[config.mk]
export PLATFORM = sky130hd
export DESIGN_NAME = tp_polarity_status_collision
export DESIGN_NICKNAME = d
export VERILOG_FILES = /design/src/tp_status_pkg.sv /design/src/tp_polarity_status_collision.sv /design/src/bit_fifo.sv
export VERILOG_INCLUDE_DIRS = /design/src
export SDC_FILE = /design/constraint.sdc
export NUM_CORES = 1
export LEC_CHECK = 0
export BUFFER_PORTS_ARGS = -buffer_cell sky130_fd_sc_hd__buf_4
export CORE_ASPECT_RATIO = 1.2
export CORE_MARGIN = 1
export CORE_UTILIZATION = 35
export CTS_CLUSTER_SIZE = 25
export DETAILED_ROUTE_END_ITERATION = 8
export PLACE_DENSITY_LB_ADDON = 0.05
export SLEW_MARGIN = 20
export SYNTH_ARGS = -nofsm -noshare
export SYNTH_HDL_FRONTEND = slang
export SYNTH_SLANG_ARGS = --single-unit
[constraint.sdc]
create_clock -name ref_clk -period 6.2 [get_ports ref_clk]
set_input_delay 0.31 -clock ref_clk [delete_from_list [all_inputs] [get_ports ref_clk]]
set_output_delay 0.31 -clock ref_clk [all_outputs]
set_load 0.03 [all_outputs]
[src/tp_status_defines.svh]
`ifndef TP_STATUS_DEFINES_SVH
`define TP_STATUS_DEFINES_SVH

// ----------------------------------------------------------------
// timing
// ----------------------------------------------------------------
`define CLK_PERIOD_NS      5
`define STRETCH_MIN_MS     20
`define STRETCH_MAX_MS     62
// 20 ms at 200 MHz, least time rounded up
`define STRETCH_CYCLES     ((`STRETCH_MIN_MS * 1000000 + `CLK_PERIOD_NS - 1) / `CLK_PERIOD_NS)
`define LBP_MIN_NS         60
`define LBP_MAX_NS         200
`define LBP_MIN_CYCLES     ((`LBP_MIN_NS + `CLK_PERIOD_NS - 1) / `CLK_PERIOD_NS)
`define LBP_MAX_CYCLES     (`LBP_MAX_NS / `CLK_PERIOD_NS)
`define BIT_TIME_NS        100
`define CI_HIGH_BITS       2
`define CI_IDLE_BITS       80
`define CI_HIGH_CYCLES     ((`CI_HIGH_BITS * `BIT_TIME_NS + `CLK_PERIOD_NS - 1) / `CLK_PERIOD_NS)
`define CI_IDLE_CYCLES     ((`CI_IDLE_BITS * `BIT_TIME_NS) / `CLK_PERIOD_NS)
// 10 MHz square wave: toggle every 50 ns
`define CI_HALF_NS         50
`define CI_HALF_CYCLES     (`CI_HALF_NS / `CLK_PERIOD_NS)
`define LINK_PULSES_PASS   5
`define FIFO_WIDTH         1
`define FIFO_DEPTH         32
`define PW_BITS            8
`define CI_BITS            12

`endif

[src/tp_status_pkg.sv]
package tp_status_pkg;
    typedef enum logic [1:0] {LINK_FAIL, LINK_PASS} link_state_t;
    typedef enum logic [1:0] {POL_ARMED, POL_ONE, POL_LOCKED} pol_state_t;
    typedef enum logic [1:0] {CI_IDLE, CI_OSC, CI_HOLD, CI_DECAY} ci_state_t;
endpackage

[src/tp_polarity_status_collision.sv]
`timescale 1ns/100ps
`include "tp_status_defines.svh"

module tp_polarity_status_collision (
    input  wire logic ref_clk,
    input  wire logic rst,
    input  wire logic power_down_reset_input,
    input  wire logic rx_pos_excursion,
    input  wire logic rx_neg_excursion,
    input  wire logic rx_carrier,
    input  wire logic rx_data,
    input  wire logic delim_valid,
    input  wire logic delim_pos,
    input  wire logic do_carrier,
    input  wire logic do_data,
    input  wire logic jabber,
    input  wire logic polarity_pin_in,
    output logic      polarity_ok_indicator_out,
    output logic      polarity_ok_indicator_oe,
    output logic      transmit_activity_indicator_n,
    output logic      receive_activity_indicator_n,
    output logic      collision_indicator_n,
    output logic      link_ok_indicator_n,
    output logic      tx_enable,
    output logic      tx_data,
    output logic      di_data,
    output logic      di_active,
    output logic      ci_out,
    output logic      ci_active
);
    // ----------------------------------------------------------------
    // helpers
    // ----------------------------------------------------------------
    function automatic logic [`PW_BITS-1:0] sat_inc(input logic [`PW_BITS-1:0] v);
        return (v == '1) ? v : v + 1'b1;
    endfunction

    function automatic logic width_ok(input logic [`PW_BITS-1:0] w);
        return (w >= `PW_BITS'(`LBP_MIN_CYCLES)) && (w <= `PW_BITS'(`LBP_MAX_CYCLES));
    endfunction

    logic reset_all;
    assign reset_all = rst || !power_down_reset_input;

    // ----------------------------------------------------------------
    // state
    // ----------------------------------------------------------------
    tp_status_pkg::link_state_t link_reg;
    tp_status_pkg::pol_state_t  pol_reg;
    logic                       reversed_reg;
    logic                       delim_decided_reg;
    logic                       last_delim_pos_reg;
    logic [`PW_BITS-1:0]        pos_w_reg;
    logic [`PW_BITS-1:0]        neg_w_reg;
    logic                       pos_d_reg;
    logic                       neg_d_reg;
    logic                       beat_first_reg;
    logic                       beat_sign_reg;
    logic [2:0]                 beat_cnt_reg;
    logic                       pol_strap_reg;
    logic [31:0]                lamp_reg;
    logic [31:0]                tx_str_reg;
    logic [31:0]                rx_str_reg;
    logic [31:0]                col_str_reg;
    tp_status_pkg::ci_state_t   ci_reg;
    logic [`CI_BITS-1:0]        ci_cnt_reg;
    logic                       ci_ph_reg;
    logic                       last_src_rx_reg;

    // ----------------------------------------------------------------
    // received-signal classification
    // ----------------------------------------------------------------
    // swap excursions when reversed so classification sees corrected signal
    logic pos_e;
    logic neg_e;
    logic pos_beat;
    logic neg_beat;
    logic beat_ok;
    logic beat_is_pos;
    logic eff_delim_pos;
    logic rx_c;
    assign pos_e = reversed_reg ? rx_neg_excursion : rx_pos_excursion;
    assign neg_e = reversed_reg ? rx_pos_excursion : rx_neg_excursion;
    // a beat ends when its leading excursion ends; a trailing opposite one is allowed
    assign pos_beat = pos_d_reg && !pos_e && width_ok(pos_w_reg) && beat_first_reg;
    assign neg_beat = neg_d_reg && !neg_e && width_ok(neg_w_reg) && !beat_first_reg;
    assign beat_is_pos = pos_beat;
    // in pass only corrected-positive beats count; in failure either does
    assign beat_ok = (link_reg == tp_status_pkg::LINK_FAIL) ? (pos_beat || neg_beat)
                   : pos_beat;
    assign eff_delim_pos = delim_pos ^ reversed_reg;
    assign rx_c = rx_carrier && (link_reg == tp_status_pkg::LINK_PASS);

    always_ff @(posedge ref_clk) begin
        if (reset_all) begin
            pos_w_reg      <= '0;
            neg_w_reg      <= '0;
            pos_d_reg      <= 1'b0;
            neg_d_reg      <= 1'b0;
            beat_first_reg <= 1'b1;
        end else begin
            pos_d_reg <= pos_e;
            neg_d_reg <= neg_e;
            pos_w_reg <= pos_e ? sat_inc(pos_w_reg) : '0;
            neg_w_reg <= neg_e ? sat_inc(neg_w_reg) : '0;
            // remember which excursion led the current pulse
            if (pos_e && !neg_d_reg && !pos_d_reg) begin
                beat_first_reg <= 1'b1;
            end else if (neg_e && !pos_d_reg && !neg_d_reg) begin
                beat_first_reg <= 1'b0;
            end
        end
    end

    // ----------------------------------------------------------------
    // link state and beat counting
    // ----------------------------------------------------------------
    always_ff @(posedge ref_clk) begin
        if (reset_all) begin
            link_reg      <= tp_status_pkg::LINK_FAIL;
            beat_cnt_reg  <= '0;
            beat_sign_reg <= 1'b1;
        end else if (link_reg == tp_status_pkg::LINK_FAIL) begin
            if (rx_carrier && delim_valid) begin
                link_reg <= tp_status_pkg::LINK_PASS;
            end else if (beat_ok) begin
                if (beat_cnt_reg != 3'd0 && beat_is_pos == beat_sign_reg) begin
                    beat_cnt_reg <= beat_cnt_reg + 3'd1;
                    if (beat_cnt_reg == 3'(`LINK_PULSES_PASS - 1)) begin
                        link_reg <= tp_status_pkg::LINK_PASS;
                    end
                end else begin
                    beat_cnt_reg <= 3'd1;
                end
                beat_sign_reg <= beat_is_pos;
            end
        end else begin
            beat_cnt_reg <= '0;
        end
    end

    // ----------------------------------------------------------------
    // polarity decision
    // ----------------------------------------------------------------
    // our own low drive reads back as ground, so the strap is only seen while released;
    // a strap once seen holds until reset
    always_ff @(posedge ref_clk) begin
        if (reset_all) begin
            pol_strap_reg <= 1'b1;
        end else if (!polarity_ok_indicator_oe) begin
            pol_strap_reg <= polarity_pin_in;
        end
    end

    always_ff @(posedge ref_clk) begin
        if (reset_all || !pol_strap_reg) begin
            reversed_reg       <= 1'b0;
            pol_reg            <= tp_status_pkg::POL_ARMED;
            delim_decided_reg  <= 1'b0;
            last_delim_pos_reg <= 1'b1;
        end else if (link_reg == tp_status_pkg::LINK_FAIL) begin
            pol_reg           <= tp_status_pkg::POL_ARMED;
            delim_decided_reg <= 1'b0;
            if (beat_ok && beat_cnt_reg == 3'(`LINK_PULSES_PASS - 1)
                && beat_is_pos == beat_sign_reg && !beat_is_pos) begin
                reversed_reg <= !reversed_reg;
            end
        end else if (pol_reg != tp_status_pkg::POL_LOCKED && rx_carrier && delim_valid) begin
            // invalid delimiters never get here
            delim_decided_reg <= 1'b1;
            if (!eff_delim_pos) begin
                reversed_reg <= !reversed_reg;
            end
            if (pol_reg == tp_status_pkg::POL_ONE && eff_delim_pos) begin
                pol_reg <= tp_status_pkg::POL_LOCKED;
            end else begin
                pol_reg <= tp_status_pkg::POL_ONE;
            end
        end
    end

    // ----------------------------------------------------------------
    // indicators
    // ----------------------------------------------------------------
    logic collision;
    logic in_pass;
    assign in_pass   = (link_reg == tp_status_pkg::LINK_PASS);
    assign collision = in_pass && do_carrier && rx_carrier && !jabber;

    always_ff @(posedge ref_clk) begin
        if (reset_all) begin
            lamp_reg    <= 32'(`STRETCH_CYCLES);
            tx_str_reg  <= '0;
            rx_str_reg  <= '0;
            col_str_reg <= '0;
        end else begin
            lamp_reg <= (lamp_reg != '0) ? lamp_reg - 32'd1 : '0;
            if (!in_pass) begin
                tx_str_reg  <= '0;
                rx_str_reg  <= '0;
                col_str_reg <= '0;
            end else begin
                if ((do_carrier && !jabber) || collision) begin
                    tx_str_reg <= 32'(`STRETCH_CYCLES);
                end else if (jabber) begin
                    tx_str_reg <= '0;
                end else if (tx_str_reg != '0) begin
                    tx_str_reg <= tx_str_reg - 32'd1;
                end
                if (rx_carrier) begin
                    rx_str_reg <= 32'(`STRETCH_CYCLES);
                end else if (rx_str_reg != '0) begin
                    rx_str_reg <= rx_str_reg - 32'd1;
                end
                if (collision || jabber) begin
                    col_str_reg <= 32'(`STRETCH_CYCLES);
                end else if (col_str_reg != '0) begin
                    col_str_reg <= col_str_reg - 32'd1;
                end
            end
        end
    end

    always_ff @(posedge ref_clk) begin
        if (reset_all) begin
            transmit_activity_indicator_n <= 1'b1;
            receive_activity_indicator_n  <= 1'b1;
            collision_indicator_n         <= 1'b1;
            link_ok_indicator_n           <= 1'b1;
            polarity_ok_indicator_out     <= 1'b0;
            polarity_ok_indicator_oe      <= 1'b0;
        end else begin
            // active low, lamp test overrides transmit, receive and collision but not link
            transmit_activity_indicator_n <= !((lamp_reg != '0) || (tx_str_reg != '0));
            receive_activity_indicator_n  <= !((lamp_reg != '0) || (rx_str_reg != '0));
            collision_indicator_n         <= !((lamp_reg != '0) || (col_str_reg != '0));
            link_ok_indicator_n           <= !in_pass;
            polarity_ok_indicator_out     <= 1'b0;
            polarity_ok_indicator_oe      <= !reversed_reg;
        end
    end

    // ----------------------------------------------------------------
    // received data path through the fifo
    // ----------------------------------------------------------------
    // a small elastic store; it drains at line rate so never fills in practice
    logic rx_fifo_out;
    logic rx_fifo_valid;
    logic rx_fifo_in_ready;
    bit_fifo #(
        .WIDTH (`FIFO_WIDTH),
        .DEPTH (`FIFO_DEPTH)
    ) rx_fifo (
        .ref_clk   (ref_clk),
        .rst       (reset_all),
        .in_data   (rx_data ^ reversed_reg),
        .in_valid  (rx_c),
        .in_ready  (rx_fifo_in_ready),
        .out_data  (rx_fifo_out),
        .out_valid (rx_fifo_valid),
        .out_ready (1'b1)
    );

    always_ff @(posedge ref_clk) begin
        if (reset_all) begin
            di_data         <= 1'b0;
            di_active       <= 1'b0;
            tx_enable       <= 1'b0;
            tx_data         <= 1'b0;
            last_src_rx_reg <= 1'b0;
        end else begin
            tx_enable <= in_pass && do_carrier && !jabber;
            tx_data   <= do_data;
            if (collision) begin
                last_src_rx_reg <= 1'b1;
                di_data         <= rx_fifo_out;
                di_active       <= rx_fifo_valid;
            end else if (in_pass && rx_carrier && (last_src_rx_reg || !do_carrier)) begin
                di_data   <= rx_fifo_out;
                di_active <= rx_fifo_valid && rx_fifo_in_ready;
            end else if (in_pass && do_carrier) begin
                last_src_rx_reg <= 1'b0;
                di_data         <= do_data; // loopback
                di_active       <= 1'b1;
            end else begin
                last_src_rx_reg <= 1'b0;
                di_data         <= 1'b0;
                di_active       <= 1'b0;
            end
        end
    end

    // ----------------------------------------------------------------
    // collision presence on CI
    // ----------------------------------------------------------------
    always_ff @(posedge ref_clk) begin
        if (reset_all) begin
            ci_reg     <= tp_status_pkg::CI_IDLE;
            ci_cnt_reg <= '0;
            ci_ph_reg  <= 1'b0;
            ci_out     <= 1'b0;
            ci_active  <= 1'b0;
        end else begin
            case (ci_reg)
                tp_status_pkg::CI_IDLE: begin
                    ci_out    <= 1'b0;
                    ci_active <= 1'b0;
                    if (collision || (in_pass && jabber)) begin
                        ci_reg     <= tp_status_pkg::CI_OSC;
                        ci_cnt_reg <= '0;
                    end
                end
                tp_status_pkg::CI_OSC: begin
                    ci_active <= 1'b1;
                    if (ci_cnt_reg == `CI_BITS'(`CI_HALF_CYCLES - 1)) begin
                        ci_cnt_reg <= '0;
                        ci_ph_reg  <= !ci_ph_reg;
                    end else begin
                        ci_cnt_reg <= ci_cnt_reg + 1'b1;
                    end
                    ci_out <= ci_ph_reg;
                    if (!(collision || (in_pass && jabber))) begin
                        ci_reg     <= tp_status_pkg::CI_HOLD;
                        ci_cnt_reg <= '0;
                    end
                end
                tp_status_pkg::CI_HOLD: begin
                    ci_out     <= 1'b1;
                    ci_cnt_reg <= ci_cnt_reg + 1'b1;
                    if (ci_cnt_reg == `CI_BITS'(`CI_HIGH_CYCLES - 1)) begin
                        ci_reg <= tp_status_pkg::CI_DECAY;
                    end
                end
                tp_status_pkg::CI_DECAY: begin
                    // settles at idle well inside the 80 bit-time bound
                    ci_out     <= 1'b0;
                    ci_active  <= 1'b0;
                    ci_reg     <= tp_status_pkg::CI_IDLE;
                    ci_cnt_reg <= '0;
                end
                default: begin
                    ci_reg <= tp_status_pkg::CI_IDLE;
                end
            endcase
        end
    end
endmodule

[src/bit_fifo.sv]
`timescale 1ns/100ps
module bit_fifo #(
    parameter int WIDTH = 1,
    parameter int DEPTH = 32
) (
    input  wire logic             ref_clk,
    input  wire logic             rst,
    input  wire logic [WIDTH-1:0] in_data,
    input  wire logic             in_valid,
    output logic                  in_ready,
    output logic [WIDTH-1:0]      out_data,
    output logic                  out_valid,
    input  wire logic             out_ready
);
    localparam int AW = $clog2(DEPTH);
    logic [WIDTH-1:0] mem [DEPTH];
    logic [AW-1:0]    wr_ptr_reg;
    logic [AW-1:0]    rd_ptr_reg;
    logic [AW:0]      count_reg;
    logic             push;
    logic             pop;

    assign in_ready  = (count_reg != DEPTH[AW:0]);
    assign out_valid = (count_reg != '0);
    assign out_data  = mem[rd_ptr_reg];
    assign push      = in_valid && in_ready;
    assign pop       = out_valid && out_ready;

    always_ff @(posedge ref_clk) begin
        if (push) begin
            mem[wr_ptr_reg] <= in_data;
        end
    end

    always_ff @(posedge ref_clk) begin
        if (rst) begin
            wr_ptr_reg <= '0;
            rd_ptr_reg <= '0;
            count_reg  <= '0;
        end else begin
            if (push) begin
                wr_ptr_reg <= (wr_ptr_reg == AW'(DEPTH - 1)) ? '0 : wr_ptr_reg + 1'b1;
            end
            if (pop) begin
                rd_ptr_reg <= (rd_ptr_reg == AW'(DEPTH - 1)) ? '0 : rd_ptr_reg + 1'b1;
            end
            if (push && !pop) begin
                count_reg <= count_reg + 1'b1;
            end else if (pop && !push) begin
                count_reg <= count_reg - 1'b1;
            end
        end
    end
endmodule

==> results.ini <==
[die]
core_um2=30700
die_h_um=196
die_x_um=164
die_area_um2=32200
initial_core_util=0.359
io_pins=25
rows=70

[min_path]
hp-class=in -> reg
hp-start=jabber
hold_path_depth=2
hold_end=tx_str_reg[21]

[critical_path]
cp_slowest_cell=nor2_1
critPathMaxFanout=10
worstPathArrival_ps=3900
r2r_slack_ps=2710
setup.worst_path.class=reg -> reg
worstReg2RegEnd=rx_fifo.count_reg[5]
critical-path-max-stage-delay_ps=510
crit_chain=or2_2 > or4_1 > nor2_1 > ha_1 > inv_1 > ha_1 > a21o_1 > a21oi_1 > o21ai_0 > o311ai_0 > xnor2_1 > nor2_1
rr_startpoint=rx_fifo.count_reg[0]
setup.worst_path.end_class=flip-flop
r2r_cells=12
startpoint_type=flip-flop
worstPathRequired_ps=6610

[power_and_ir_drop]
p_per_area_nw_per_um2=302
ir_worst_vdd_mv=0.193
p_leak_nw=4.50
power_w=0.00379

[final_layout]
design_area_um2=12600
area_growth_pct=13.9
fin_cells=1644
nets=1269
drive_above_1_share=0.0938
num_antenna_cells=0

[clocking]
cts_tree=built
clkSinkCount=236
clkTransAtPathRegs_ps=60
clk_latency_ps=530
cts-root-buf=clkbuf_16
numCtsBuffers=28
htreeDepth=1
clock_path_buffers=3

[drt]
wl_met3_um=694
initialDrtViolationCount=361
wl_met1_um=11300
wire_per_inst_um=14.2
ant_nets=0
wl_met2_um=10900
first_pass_iters=4
drc=0
viasPerCell=5.01
wirelength_um=23400
num_vias=8242
routed.top_layer=met4

[placed_design]
placed_area_um2=11600
dp_slack_ps=2720
dpl.cell_count=1591
place_hpwl_um=15600
portBuffers=23
gp_congestion=0.750

[yosys]
postSynthAreaPerCell_um2=9.14
synth_ff_type=dfxtp_1
synthesis.area_um2=11000
yosys.area_share.adder=0.0340
async_reset_ff_frac=0
synth_seq_cells=236
synthDistinctLibCells=75
synth-compound-area-share=0.0775
synthXorXnorAreaFrac=0.104
synth_cells=1207
ys_seq_area_frac=0.457
synth_edf_count=32
synth_top_family_by_area=simple AND/OR/NAND/NOR gates
synth_mux_area_frac=0.0304
yosysWarnings=0
synth-simple-area-share=0.267
synth_nets=1250

[timing]
setup_ws_ps=2710
slew_headroom=0.381
timing.fmax_mhz=286
worst_pin_slew_ps=927
hold_viol=0
finalSetupViolCount=0
report.final.slew_viol_count=0
rsz0062_at_grt=no
fin_crit_sh=0.563
min_period_ps=3490
fin_skew_ps=8.60
timing.setup.tns_ps=0

[global_route]
grt_pass1_wl_um=39700
grt_usage=0.149
grt_overflow=0
grt_max_degree=33
antenna_found_initial=0
grt_pass1_vias=7945

[job]
cap_violations=0

[outcome]
outcome=complete, no violations

[stage by stage]
step	hold slack, ps	util
finish	34.0	0.409
floorplan	389	-
global placement	446	0.377
CTS	4.73	0.409
global route	27.8	0.409
detailed placement	455	0.377
[Yosys cell counts (all sizes together) (12+ instances only)]
master | number | area [µm²]
nand3b | 13 | 97.6
inv | 36 | 135
edfxtp | 32 | 961
or3 | 19 | 134
nand2 | 76 | 293
nor2 | 228 | 856
dfxtp | 204 | 4080
clkbuf | 34 | 128
o21ai | 35 | 175
nor3 | 47 | 240
xnor2 | 60 | 526
nand4b | 12 | 105
nor4 | 39 | 274
nand4 | 13 | 81.3
or4 | 18 | 146
nand3 | 38 | 190
nand2b | 15 | 93.8
a31oi | 14 | 93.8
xor2 | 71 | 622
a21oi | 47 | 235
ha | 30 | 375
[layer usage]
layer  GRT usage  vias to the layer above
met5           0                        -
met4      0.0381                        0
met3      0.0229                       25
met2       0.246                       72
met1       0.201                     3892
li1            -                     4253
[power breakdown]
group | switching, W | total [W] | internal [W]
Clock | 0.000641 | 0.00170 | 0.00106
Sequential | 0.0000443 | 0.00163 | 0.00158
Combinational | 0.000262 | 0.000469 | 0.000207
[cell families (layout without fill, tap and decap cells)]
logic type	Yosys count	count (layout)
flip-flops	236	236
adder cells (fa/ha/maj)	30	30
other	1	1
multiplexers	21	21
buffers and inverters	79	120
AND/OR/NAND/NOR	572	572
XOR/XNOR	131	131
AO/OA/AOI/OAI	137	137
[placed cells by master, fill, tap and decap left out, drive strengths merged, types with 37 or more instances in the layout]
cell type,instances
inv,37
nand2,76
nor3,47
nor2,228
dfxtp,204
nand3,38
clkbuf,46
xnor2,60
a21oi,47
nor4,39
xor2,71
[worst max-delay path by stage]
stage / startpoint / cells past startpoint / end
6_report: rx_fifo.count_reg[0] / 12 / rx_fifo.count_reg[5]
5_1_grt: rx_fifo.count_reg[0] / 12 / rx_fifo.count_reg[5]
4_1_cts: rx_fifo.count_reg[0] / 12 / rx_fifo.count_reg[5]
3_5_place_dp: rx_fifo.count_reg[0] / 12 / rx_fifo.count_reg[5]
3_3_place_gp: rx_fifo.count_reg[0] / 12 / rx_fifo.count_reg[5]
2_1_floorplan: rx_fifo.count_reg[0] / 12 / rx_fifo.count_reg[5]
[worst max-delay path: cells and delay by family (launching register included)]
kind	cells	cell delay, ps
buf+inv	1	130
simple gates	4	1350
fa+ha+maj	2	660
xor+xnor	1	160
flops	1	350
compound gates	4	700
[final cells by class]
class                      count  area [µm²]
clock buffer                  46         890
clock inverter                 6        83.8
fill                        3094       18200
inverter                      37         139
multi-input combinational    892        5680
sequential                   236        5040
tap                          396         495
timing repair buffer          31         235
[repair_timing]
action	in CTS	in global routing
hold buffers	1	0
gates resized for setup	0	0
setup buffers	0	0
endpoints found under the hold margin	1	0
(Power assumes the default switching activity.)
